==> src/verilog/rcf_consts.vh <==
// Purpose: Constants for the reset-cause flag block.
// Assumes: Avalon-MM slave, 32-bit data, word addresses.
// Notes: Offsets are word indices that the top compares directly with avs_address; RCF_OFF_CTRL is not decoded.
`ifndef RCF_CONSTS_VH
`define RCF_CONSTS_VH
`define RCF_ADDR_W 4
`define RCF_OFF_CAUSE 4'h0
`define RCF_OFF_CTRL 4'h1
`define RCF_OFF_IRQ_STAT 4'h2
`define RCF_OFF_IRQ_CLR 4'h3
`define RCF_OFF_IRQ_EN 4'h4
`define RCF_BIT_PRIO 7
`define RCF_BIT_SWBO 6
`define RCF_BIT_RI 4
`define RCF_BIT_WDT 3
`define RCF_BIT_SLP 2
`define RCF_BIT_POR 1
`define RCF_BIT_BO 0
`define RCF_CAUSE_WMASK 8'hd3
`define RCF_BO_CFG_SW 2'h1
`define RCF_EVT_W 5
`endif

==> src/verilog/rcf_flag.v <==
// Purpose: One reset-cause flag bit with hardware set/clear and software write.
// Assumes: Hardware event wins over a software write in the same cycle.
// Notes: Hardware clear has priority over hardware set.
`timescale 1ns/10ps
`default_nettype none
module rcf_flag #(
    parameter RST_VAL = 1'b1
) (
    input wire clk_sys,
    input wire rst,
    input wire hw_set,
    input wire hw_clr,
    input wire sw_we,
    input wire sw_val,
    output reg flag_reg
);
    // Hardware events beat software writes so no event is lost.
    always @(posedge clk_sys) begin
        if (rst) begin
            flag_reg <= RST_VAL;
        end else if (hw_clr) begin
            flag_reg <= 1'b0;
        end else if (hw_set) begin
            flag_reg <= 1'b1;
        end else if (sw_we) begin
            flag_reg <= sw_val;
        end
    end
endmodule
`default_nettype wire

==> src/verilog/rcf_irq.v <==
// Purpose: Sticky event status, enable, write-one-to-clear, level interrupt.
// Assumes: Set wins over clear in the same cycle.
// Notes: Output comes from a flip-flop.
`timescale 1ns/10ps
`default_nettype none
module rcf_irq #(
    parameter W = 5
) (
    input wire clk_sys,
    input wire rst,
    input wire [W-1:0] evt,
    input wire [W-1:0] clr,
    input wire en_we,
    input wire [W-1:0] en_val,
    output reg [W-1:0] stat_reg,
    output reg [W-1:0] en_reg,
    output reg irq_reg
);
    wire [W-1:0] stat_next;
    // A new event re-sets a bit even while software clears it.
    assign stat_next = (stat_reg & ~clr) | evt;
    always @(posedge clk_sys) begin
        if (rst) begin
            stat_reg <= {W{1'b0}};
            en_reg <= {W{1'b0}};
            irq_reg <= 1'b0;
        end else begin
            stat_reg <= stat_next;
            if (en_we) begin
                en_reg <= en_val;
            end
            irq_reg <= |(stat_next & (en_we ? en_val : en_reg));
        end
    end
endmodule
`default_nettype wire

==> src/verilog/rcf_top.v <==
// Purpose: Reset-cause status register with Avalon-MM access and interrupt.
// Assumes: Cause inputs are one-cycle pulses synchronous to clk_sys.
// Notes: rst reloads every flag; the kind of device reset is given by cause pulses.
`timescale 1ns/10ps
`default_nettype none
`include "rcf_consts.vh"
module rcf_top (
    input wire clk_sys,
    input wire rst,
    input wire [`RCF_ADDR_W-1:0] avs_address,
    input wire avs_read,
    input wire avs_write,
    input wire [31:0] avs_writedata,
    input wire [3:0] avs_byteenable,
    output reg [31:0] avs_readdata,
    output reg avs_waitrequest,
    input wire power_on_evt,
    input wire brownout_evt,
    input wire reset_instr_evt,
    input wire watchdog_timeout_evt,
    input wire watchdog_clear_instr,
    input wire sleep_instr,
    input wire [1:0] brownout_config_bits,
    output reg brownout_detect_en,
    output reg interrupt_priority_enable,
    output reg irq
);
    // ****************************************************************
    // Register bus access
    // ****************************************************************
    // One wait cycle per access keeps the answer registered.
    reg ack_reg;
    wire acc = (avs_read | avs_write) & ~ack_reg;
    // A write lands at the edge where waitrequest is seen low, when the master completes.
    wire wr = avs_write & ack_reg & avs_byteenable[0];
    wire wr_cause = wr & (avs_address == `RCF_OFF_CAUSE);
    wire wr_clr = wr & (avs_address == `RCF_OFF_IRQ_CLR);
    wire wr_en = wr & (avs_address == `RCF_OFF_IRQ_EN);
    wire [7:0] wd = avs_writedata[7:0];
    wire cfg_sw = (brownout_config_bits == `RCF_BO_CFG_SW);
    // ****************************************************************
    // Cause flags
    // ****************************************************************
    reg prio_reg;
    reg swbo_reg;
    wire ri_f, wdt_f, slp_f, por_f, bo_f;
    // Reset instruction clears, only firmware writes it back.
    rcf_flag #(.RST_VAL(1'b1)) u_ri (
        .clk_sys(clk_sys), .rst(rst), .hw_set(1'b0),
        .hw_clr(reset_instr_evt),
        .sw_we(wr_cause), .sw_val(wd[`RCF_BIT_RI]), .flag_reg(ri_f));
    // Timeout clears; power-up, watchdog clear or sleep set.
    rcf_flag #(.RST_VAL(1'b1)) u_wdt (
        .clk_sys(clk_sys), .rst(rst),
        .hw_set(power_on_evt | watchdog_clear_instr | sleep_instr),
        .hw_clr(watchdog_timeout_evt),
        .sw_we(1'b0), .sw_val(1'b0), .flag_reg(wdt_f));
    // Sleep clears; power-up or watchdog clear sets.
    rcf_flag #(.RST_VAL(1'b1)) u_slp (
        .clk_sys(clk_sys), .rst(rst),
        .hw_set(power_on_evt | watchdog_clear_instr),
        .hw_clr(sleep_instr & ~power_on_evt),
        .sw_we(1'b0), .sw_val(1'b0), .flag_reg(slp_f));
    // Power-on clears it; other resets leave it; rst loads 0 and only software writes it back.
    rcf_flag #(.RST_VAL(1'b0)) u_por (
        .clk_sys(clk_sys), .rst(rst), .hw_set(1'b0),
        .hw_clr(power_on_evt),
        .sw_we(wr_cause), .sw_val(wd[`RCF_BIT_POR]), .flag_reg(por_f));
    // Brown-out or power-on clears; hardware never sets, software writes 1.
    rcf_flag #(.RST_VAL(1'b0)) u_bo (
        .clk_sys(clk_sys), .rst(rst), .hw_set(1'b0),
        .hw_clr(brownout_evt | power_on_evt),
        .sw_we(wr_cause), .sw_val(wd[`RCF_BIT_BO]), .flag_reg(bo_f));
    wire swbo_rd = swbo_reg & cfg_sw;
    wire [7:0] cause = {prio_reg, swbo_rd, 1'b0, ri_f, wdt_f, slp_f, por_f, bo_f};
    // Writable control bits; software enable resets to one.
    always @(posedge clk_sys) begin
        if (rst) begin
            prio_reg <= 1'b0;
            swbo_reg <= 1'b1;
        end else if (wr_cause) begin
            prio_reg <= wd[`RCF_BIT_PRIO];
            swbo_reg <= wd[`RCF_BIT_SWBO];
        end
    end
    // ****************************************************************
    // Interrupts
    // ****************************************************************
    wire [4:0] evts = {reset_instr_evt, watchdog_timeout_evt, sleep_instr,
        power_on_evt, brownout_evt};
    wire [4:0] stat, en;
    wire irq_w;
    rcf_irq #(.W(`RCF_EVT_W)) u_irq (
        .clk_sys(clk_sys), .rst(rst), .evt(evts),
        .clr(wr_clr ? wd[4:0] : 5'h00), .en_we(wr_en), .en_val(wd[4:0]),
        .stat_reg(stat), .en_reg(en), .irq_reg(irq_w));
    // ****************************************************************
    // Outputs and read data
    // ****************************************************************
    reg [7:0] rd_next;
    always @* begin
        case (avs_address)
            `RCF_OFF_CAUSE: rd_next = cause;
            `RCF_OFF_IRQ_STAT: rd_next = {3'h0, stat};
            `RCF_OFF_IRQ_EN: rd_next = {3'h0, en};
            default: rd_next = 8'h00;
        endcase
    end
    // Bus handshake and registered outputs.
    always @(posedge clk_sys) begin
        if (rst) begin
            ack_reg <= 1'b0;
            avs_waitrequest <= 1'b1;
            avs_readdata <= 32'h00000000;
            brownout_detect_en <= 1'b0;
            interrupt_priority_enable <= 1'b0;
            irq <= 1'b0;
        end else begin
            ack_reg <= acc;
            avs_waitrequest <= ~acc;
            if (acc) begin
                avs_readdata <= {24'h000000, rd_next};
            end
            brownout_detect_en <= cfg_sw & swbo_reg;
            interrupt_priority_enable <= prio_reg;
            irq <= irq_w;
        end
    end
endmodule
`default_nettype wire

==> config.mk <==
export PLATFORM = sky130hd
export DESIGN_NAME = rcf_top
export DESIGN_NICKNAME = d
export VERILOG_FILES = /design/src/verilog/rcf_flag.v /design/src/verilog/rcf_irq.v /design/src/verilog/rcf_top.v
export VERILOG_INCLUDE_DIRS = /design/src /design/src/verilog
export SDC_FILE = /design/constraint.sdc
export NUM_CORES = 1
export LEC_CHECK = 0
export ABC_CLOCK_PERIOD_IN_PS = 2700
export BUFFER_PORTS_ARGS = -buffer_cell sky130_fd_sc_hd__buf_2
export CAP_MARGIN = 30
export CORE_ASPECT_RATIO = 1.1
export CORE_UTILIZATION = 43
export CTS_CLUSTER_DIAMETER = 40
export DETAILED_ROUTE_END_ITERATION = 6
export PLACE_DENSITY = 0.78
export SLEW_MARGIN = 10
export SYNTH_ARGS = -nofsm -noshare
export SYNTH_HDL_FRONTEND = slang
export SYNTH_HIERARCHICAL = 1
export SYNTH_SLANG_ARGS = --single-unit
==> constraint.sdc <==
create_clock -name clk_sys -period 2.7 [get_ports clk_sys]
set_input_delay 0.675 -clock clk_sys [delete_from_list [all_inputs] [get_ports clk_sys]]
set_output_delay 0.675 -clock clk_sys [all_outputs]
set_load 0.005 [all_outputs]
Yosys cells after proc, flatten, opt, wreduce, memory -nomap -nowiden
Cells that the tools add are included.
{"block": "op_classes", "add_sub_neg": 0, "multipliers": 0, "n_div": 0, "order_cmp": 0, "n_eq_ne": 4, "n_shift": 0, "muxes": 9, "n_bitwise": 19, "n_reduce_logical": 7}
{"cell": "$pmux W8 S3", "count": 1}
{"cell": "$and A5 B5 Y5", "count": 2}
{"cell": "$mux W5", "count": 2}
{"cell": "$and A1 B1 Y1", "count": 8}
{"cell": "$eq A4 B2 Y1 const B", "count": 2}
{"cell": "$mux W1", "count": 6}
{"cell": "$reduce_bool A2 Y1", "count": 3}
{"cell": "$not A5 Y5", "count": 1}
{"cell": "$or A5 B5 Y5", "count": 1}
{"cell": "$reduce_or A5 Y1", "count": 1}
{"cell": "$eq A4 B3 Y1 const B", "count": 1}
{"cell": "$logic_not A4 Y1", "count": 1}
{"cell": "$or A1 B1 Y1", "count": 4}
{"cell": "$reduce_or A2 Y1", "count": 2}
{"cell": "$not A1 Y1", "count": 3}
{"cell": "$eq A2 B1 Y1 const B", "count": 1}
{"block": "totals", "ff_bits": 31, "latchBits": 0, "ram_bits": 0, "romBits": 0, "input_bits": 52, "out_inout_bits": 36, "wordCells": 55, "memories": 0}

Logic depth before layout (Yosys ltp)
Gate-level depths: netlist of the first run.
{"block": "depth", "ltp_word": 9, "depth_mapped": 8, "ltp_nobuf": 7}

By module
Netlist of the first run, hierarchy kept.
{"mod": "rcf_top", "instances": 1, "cells_per_inst": 99, "area_each_um2": 893.4, "seq_area_each_um2": 280.3}
{"mod": "rcf_irq", "instances": 1, "cells_per_inst": 43, "area_each_um2": 399.1, "seq_area_each_um2": 220.2}
{"mod": "rcf_flag at u_ri ...", "instances": 3, "cells_per_inst": 5, "area_each_um2": 45.0, "seq_area_each_um2": 20.0}
{"mod": "rcf_flag at u_bo ...", "instances": 2, "cells_per_inst": 4, "area_each_um2": 46.3, "seq_area_each_um2": 20.0}

Worst setup path before layout of the first run
OpenSTA, ideal clock, no wires.
{"block": "synth_timing", "kind": "input port to flip-flop", "start": "input avs_address[1]", "end": "register u_irq.irq_reg", "setup_ps": 120, "arrival_ps": 1981, "slack_ps": 599, "cell_stages": 7, "cell_sequence": "buf_6 > nor4b_4 > and2_1 > buf_6 > mux2i_1 > o22ai_1 > o31a_1"}
{"block": "synth_between", "elab_cells_between_ends": 11}
{"element": "start, declared", "line_no": "rcf_top.v:10", "rtl": "input wire [`RCF_ADDR_W-1:0] avs_address,"}
{"element": "$eq A4 B3 Y1"}
{"element": "$and A1 B1 Y1", "line_no": "rcf_top.v:38", "rtl": "wire wr_en = wr & (avs_address == `RCF_OFF_IRQ_EN);"}
{"element": "via wr_en", "line_no": "rcf_top.v:38"}
{"element": "$mux W5", "line_no": "rcf_irq.v:32", "rtl": "irq_reg <= |(stat_next & (en_we ? en_val : en_reg));"}
{"element": "$and A5 B5 Y5", "line_no": "rcf_irq.v:32"}
{"element": "$reduce_or A5 Y1", "line_no": "rcf_irq.v:32"}
{"element": "end signal, assigned", "line_no": "rcf_irq.v:32"}
{"element": "end, declared", "line_no": "rcf_irq.v:17", "rtl": "output reg irq_reg"}
The timed path passes the listed nets, and every way through them passes these cells.
A chain may end at the register's enable or synchronous reset.

Final worst setup path of the first run
{"block": "layout_timing", "start": "input avs_address[1]", "end": "register u_irq.irq_reg"}
{"block": "layout_between", "elab_chain_len": 8, "elab_cells_between_ends": 11}
{"element": "$eq A4 B2 Y1 (no source line)"}
{"element": "$and A1 B1 Y1", "line_no": "rcf_top.v:37", "rtl": "wire wr_clr = wr & (avs_address == `RCF_OFF_IRQ_CLR);"}
{"element": "$mux W5", "line_no": "rcf_top.v:95", "rtl": ".clr(wr_clr ? wd[4:0] : 5'h00), .en_we(wr_en), .en_val(wd[4:0]),"}
{"element": "$not A5 Y5", "line_no": "rcf_irq.v:21", "rtl": "assign stat_next = (stat_reg & ~clr) | evt;"}
{"element": "$and A5 B5 Y5", "line_no": "rcf_irq.v:21"}
{"element": "$or A5 B5 Y5", "line_no": "rcf_irq.v:21"}
{"element": "$and A5 B5 Y5 (*)", "line_no": "rcf_irq.v:32"}
{"element": "$reduce_or A5 Y1 (*)", "line_no": "rcf_irq.v:32"}
Mark *: on every way between the ends. The rest lies on a longest branch, timed or not.

==> results of run 1 <==
power groups by stage:
stage	registers (mW)	logic (mW)	clock network, mW
detailed placement	0.472	0.0946	0
finish	0.461	0.0956	0.238
global route	0.463	0.107	0.265
CTS	0.461	0.0948	0.246
global placement	0.471	0.0929	0
floorplan	0.471	0.0821	0
path summary, 6_finish.rpt:
| path | to | from | slack [ps] |
|---|---|---|---|
| min | irq | u_irq/irq_reg | 450 |
| max reg2reg | u_irq/irq_reg | ack_reg | 980 |
| max | u_irq/irq_reg | avs_address[1] | 660 |
| min reg2reg | irq | u_irq/irq_reg | 450 |
through the flow:
step / std cells / cell area (um^2) / total power, mW
CTS: 258 / 1705 / 0.8024
global route: 258 / 1705 / 0.8353
global placement: 251 / 1660 / 0.5644
detailed placement: 251 / 1660 / 0.5664
finish: 258 / 1705 / 0.7954
floorplan: 196 / 1637 / 0.5529
placed cells by master (no fill, tap or decap), types with 4 or more instances in the layout:
master / n
a22oi_1: 4
o2bb2ai_1: 5
mux2i_1: 10
dfxtp_1: 30
mux2_2: 5
clkbuf_4: 5
conb_1: 32
nor2b_1: 6
buf_2: 34
nor2_1: 18
a21oi_1: 9
and2_1: 6
inv_1: 11
nand3_1: 6
kinds of logic (layout without fill, tap and decap cells):
group / after synthesis / in the layout / synth area share [%]
DFF: 30 / 30 / 39.51
AOI/OAI and AO/OA: 31 / 31 / 14.98
muxes: 15 / 15 / 10.29
and+or+nand+nor: 49 / 49 / 18.19
other: 1 / 32 / 0.2467
buffers and inverters: 39 / 53 / 16.79
final cells by class:
cell class / instances / area (um^2) / share of cell area, %
clock buffers: 7 / 45.04 / 2.641
multi-input cells: 127 / 780.7 / 45.78
repair buffers: 35 / 177.7 / 10.42
flip-flops and latches: 30 / 600.6 / 35.22
well taps: 48 / 60.06 / 3.522
inverters: 11 / 41.29 / 2.421
layer usage:
layer / vias up / share of wire, %
met3: 8 / 4.3
met2: 42 / 50
met5: - / 0
li1: 602 / -
met1: 567 / 43
met4: 0 / 2.9
==> results.yml, run 1 <==
drt:
  wirelength_um: 2874
  drtIter0Drc: 42
  wl_per_cell_um: 11.14
  dr_total_vias: 1219
  firstDrtPassIters: 4
  drc: 0
  vias_per_cell: 4.725
  ant_nets: 0
timing:
  hold_viol_final: 0
  slew_headroom_pct: 65.31
  final-setup-viol-count: 0
  worst_pin_slew_ps: 516.4
  timing.final.crit_share_pct: 75.62
  skew_ps: 10.33
  fin_crit_ps: 2042
  fin_ws_ps: 658.3
  fin_hold_ws_ps: 450.7
  rsz0062_at_grt: "no"
  final_max_slew_viol_count: 0
  setup_tns_ps: 0
  fmax_mhz: 489.8
layout:
  syn2layout_area_growth_pct: 12.18
  n_fill_cell: 341
  nets: 262
  drive_above_1_share_pct: 25.24
  layout.core_utilization_pct: 50.78
  insertedDiodeCount: 0
  largest_reg_flops: 7
die:
  initial_core_util_pct: 45.27
  die_area_um2: 3777
  die_w_um: 58.69
  io-pin-count: 88
  core.rowCount: 22
  core_region_area_um2: 3358
  die_h_um: 64.36
cts:
  cts_inserted_buffers: 5
  cts_resized: 0
  clk_pin_slew_ps: 90
  htreeDepth: 2
  cts_root_buffer: "clkbuf_4"
  cts_tree: "yes"
  insertion_delay_ps: 330
  numClockSinks: 30
  hold_buffers: 0
  cts_buffer_depth: 2
  post_cts_buffers: 0
job:
  drv_cap: 0
yosys:
  synth_top_area_share_pct: 39.51
  netlist_area_um2: 1520
  synth_commonest_cells: "30 x dfxtp_1, 25 x buf_4, 18 x nor2_1"
  synth-seq-area-share_pct: 39.51
  synth_enable_flop_cells: 0
  ys_warn_count: 6
  ys_top_cells_by_area: "dfxtp_1 40%, buf_4 12%, mux2i_1 6.6%, nor2_1 4.4%, mux2_2 3.7%"
  ys_seq_elements: 30
  synth_area_leader_cell: "dfxtp_1"
  yosysMostFrequentCell: "dfxtp_1"
  ys.flop_type: "dfxtp_1"
  syn_avg_cell_area_um2: 9.213
  synth-async-reset-ratio_pct: 0
  syn_inst: 165
  synthDistinctLibCells: 36
place:
  place_ws_ps: 303.4
  place.gp.congestion: 0.7945
  io_buffers: 34
  dp_hpwl_um: 2157
critical_path:
  rr_worst_depth: 7
  crit_family: "simple AND/OR/NAND/NOR gates"
  cp-start-kind: "input pin"
  slowest_stage: "nor3b_1"
  required_ps: 2930
  max_stage_delay_ps: 290
  arrival_ps: 2270
  worstPathCellList: "buf_2, nor3b_1, and3_1, and2_1, inv_1, a21oi_1, o22ai_1, o31a_1"
  crit_buf_inv: 2
  path_class: "in2reg"
  critPathMaxFanout: 10
  critPathCaptureType: "flip-flop"
  critical_path_depth: 8
global_routing:
  grt_first_pass_wirelength_um: 4643
  use_met2_pct: 27.59
  grt_antenna_before_repair: 0
  grt.total_usage_pct: 16.95
  grt_util_met3_pct: 3.846
  grt_pass1_vias: 1055
  grt_max_degree: 28
  overflow: 0
  grt-busiest-layer: "met2"
  use_met1_pct: 19.38
pwr:
  combPwrFrac_pct: 12.0
  p_per_area_nw_per_um2: 466.4
  p_clk_share_pct: 30.0
  p_leak_nw: 0.7344
  ir_drop_v: 0.0002070
  intPower_mw: 0.5926
  seqPwrFrac_pct: 58.0
  p_switching_mw: 0.2028
  p_sw_share_pct: 25.49
min_path:
  min_path_type: "reg2reg"
  holdPathStages: 1
run_status:
  status: "finished clean"
Power figures use the tool's default switching activity.
==> run 2: changes to the inputs <==
--- a/config.mk
+++ b/config.mk
@@ -6,7 +6,7 @@
 export SDC_FILE = /design/constraint.sdc
 export NUM_CORES = 1
 export LEC_CHECK = 0
-export ABC_CLOCK_PERIOD_IN_PS = 2700
+export ABC_CLOCK_PERIOD_IN_PS = 1980
 export BUFFER_PORTS_ARGS = -buffer_cell sky130_fd_sc_hd__buf_2
 export CAP_MARGIN = 30
 export CORE_ASPECT_RATIO = 1.1
==> constraint.sdc (replaced) <==
create_clock -name clk_sys -period 1.98 [get_ports clk_sys]
set_input_delay 0.495 -clock clk_sys [delete_from_list [all_inputs] [get_ports clk_sys]]
set_output_delay 0.495 -clock clk_sys [all_outputs]
set_load 0.005 [all_outputs]
==> run 2 against run 1 <==
Hold slack got worse by 120 ps. Global-route usage about the same. Wire length shrank 1.1%. Die area is the same. Largest power group unchanged.
==> results.yml, run 2 (synthesis gave the netlist of run 1 again) <==
cts:
  post_cts_buffers: 0
  cts_buffer_depth: 2
  cts_tree: "yes"
  hold_buffers: 0
  cts_resized: 0
  numClockSinks: 30
  insertion_delay_ps: 330
  cts_inserted_buffers: 5
  htreeDepth: 2
  cts_root_buffer: "clkbuf_4"
  clk_pin_slew_ps: 90
critical_path:
  slowest_stage: "dfxtp_1"
  cp-start-kind: "flip-flop"
  arrival_ps: 1990
  crit_family: "simple AND/OR/NAND/NOR gates"
  max_stage_delay_ps: 350
  required_ps: 2200
  path_class: "reg2reg"
  crit_buf_inv: 1
  critPathMaxFanout: 5
  worstPathCellList: "and3_1, and3_1, and2_1, inv_1, a21oi_1, o22ai_1, o31a_1"
  critPathCaptureType: "flip-flop"
  path_common_cell: "and3_1"
global_routing:
  use_met2_pct: 27.16
  overflow: 0
  grt-busiest-layer: "met2"
  grt_antenna_before_repair: 0
  grt_max_degree: 28
  grt.total_usage_pct: 16.96
  grt_pass1_vias: 1088
  grt_util_met3_pct: 5.466
  use_met1_pct: 19.90
  grt_first_pass_wirelength_um: 4698
layout:
  syn2layout_area_growth_pct: 19.59
  n_fill_cell: 325
  final_cells: 273
  design_area_um2: 1818
  mostFrequentLayoutCells: "34 x buf_2, 32 x conb_1, 30 x dfxtp_1"
  largest_reg_flops: 7
  drive_above_1_share_pct: 30.22
  nets: 277
  final_common_cell: "buf_2"
  insertedDiodeCount: 0
timing:
  final-setup-viol-count: 0
  fmax_mhz: 567.2
  setup_tns_ps: 0
  fin_crit_ps: 1763
  fin_hold_ws_ps: 334.0
  rsz0062_at_grt: "no"
  skew_ps: 10.91
  final_max_slew_viol_count: 0
  hold_viol_final: 0
  timing.final.crit_share_pct: 89.04
pwr:
  power_mw: 1.103
  ir_drop_v: 0.0002340
  p_per_area_nw_per_um2: 607.0
  p_leak_nw: 0.8069
drt:
  drc: 0
  vias_per_cell: 4.520
  drtIter0Drc: 30
  firstDrtPassIters: 4
  wirelength_um: 2841
  wl_per_cell_um: 10.41
  ant_nets: 0
  dr_total_vias: 1234
die:
  die_h_um: 64.36
  io-pin-count: 88
  initial_core_util_pct: 45.27
  die_w_um: 58.69
  core.rowCount: 22
  die_area_um2: 3777
  core_region_area_um2: 3358
run_status:
  status: "finished clean"
place:
  dp_hpwl_um: 2191
  place.gp.congestion: 0.8491
  placed_cells: 266
  post_dp_cell_area_um2: 1773
  io_buffers: 34
job:
  drv_cap: 0
min_path:
  min_path_type: "in2reg"
run 2: where the power goes:
| group | switching, mW | total (mW) | internal [mW] |
|---|---|---|---|
| Combinational | 0.0782 | 0.146 | 0.0675 |
| Clock | 0.195 | 0.329 | 0.133 |
| Sequential | 0.00813 | 0.629 | 0.621 |
| Total | 0.281 | 1.10 | 0.822 |
run 2: worst reg2reg max path: stages, from the launching register on:
cell,delay (ps)
dfxtp_1,350
and3_1,230
and3_1,270
and2_1,150
inv_1,40
a21oi_1,200
o22ai_1,130
o31a_1,290
run 2: routing by layer:
layer / vias to the layer above / wire [um]
met5: - / 0
met4: 0 / 65
met3: 7 / 131
met2: 33 / 1336
met1: 556 / 1308
li1: 638 / -
run 2: cell type report:
cell class / count / area [um^2] / share of cell area [%]
clock buffers: 7 / 45.04 / 2.478
well taps: 48 / 60.06 / 3.304
flip-flops and latches: 30 / 600.6 / 33.04
inverters: 11 / 41.29 / 2.271
repair buffers: 50 / 290.3 / 15.97
multi-input cells: 127 / 780.7 / 42.95
run 2: path summary, 6_finish.rpt:
path                                start                  to  slack (ps)  depth (start not counted)
hold / removal    brownout_config_bits[1]  brownout_detect_en         330                          2
setup / recovery                  ack_reg       u_irq/irq_reg         220                          7
setup reg to reg                  ack_reg       u_irq/irq_reg         220                          7
hold reg to reg             u_irq/irq_reg                 irq         450                          1
run 2: stage by stage:
stage	util (%)	setup WS, ps
6_report	54.14	217.0
2_1_floorplan	-	58.85
3_5_place_dp	52.79	-114.6
3_3_place_gp	52.79	-89.97
5_1_grt	54.14	68.66
4_1_cts	54.14	214.7
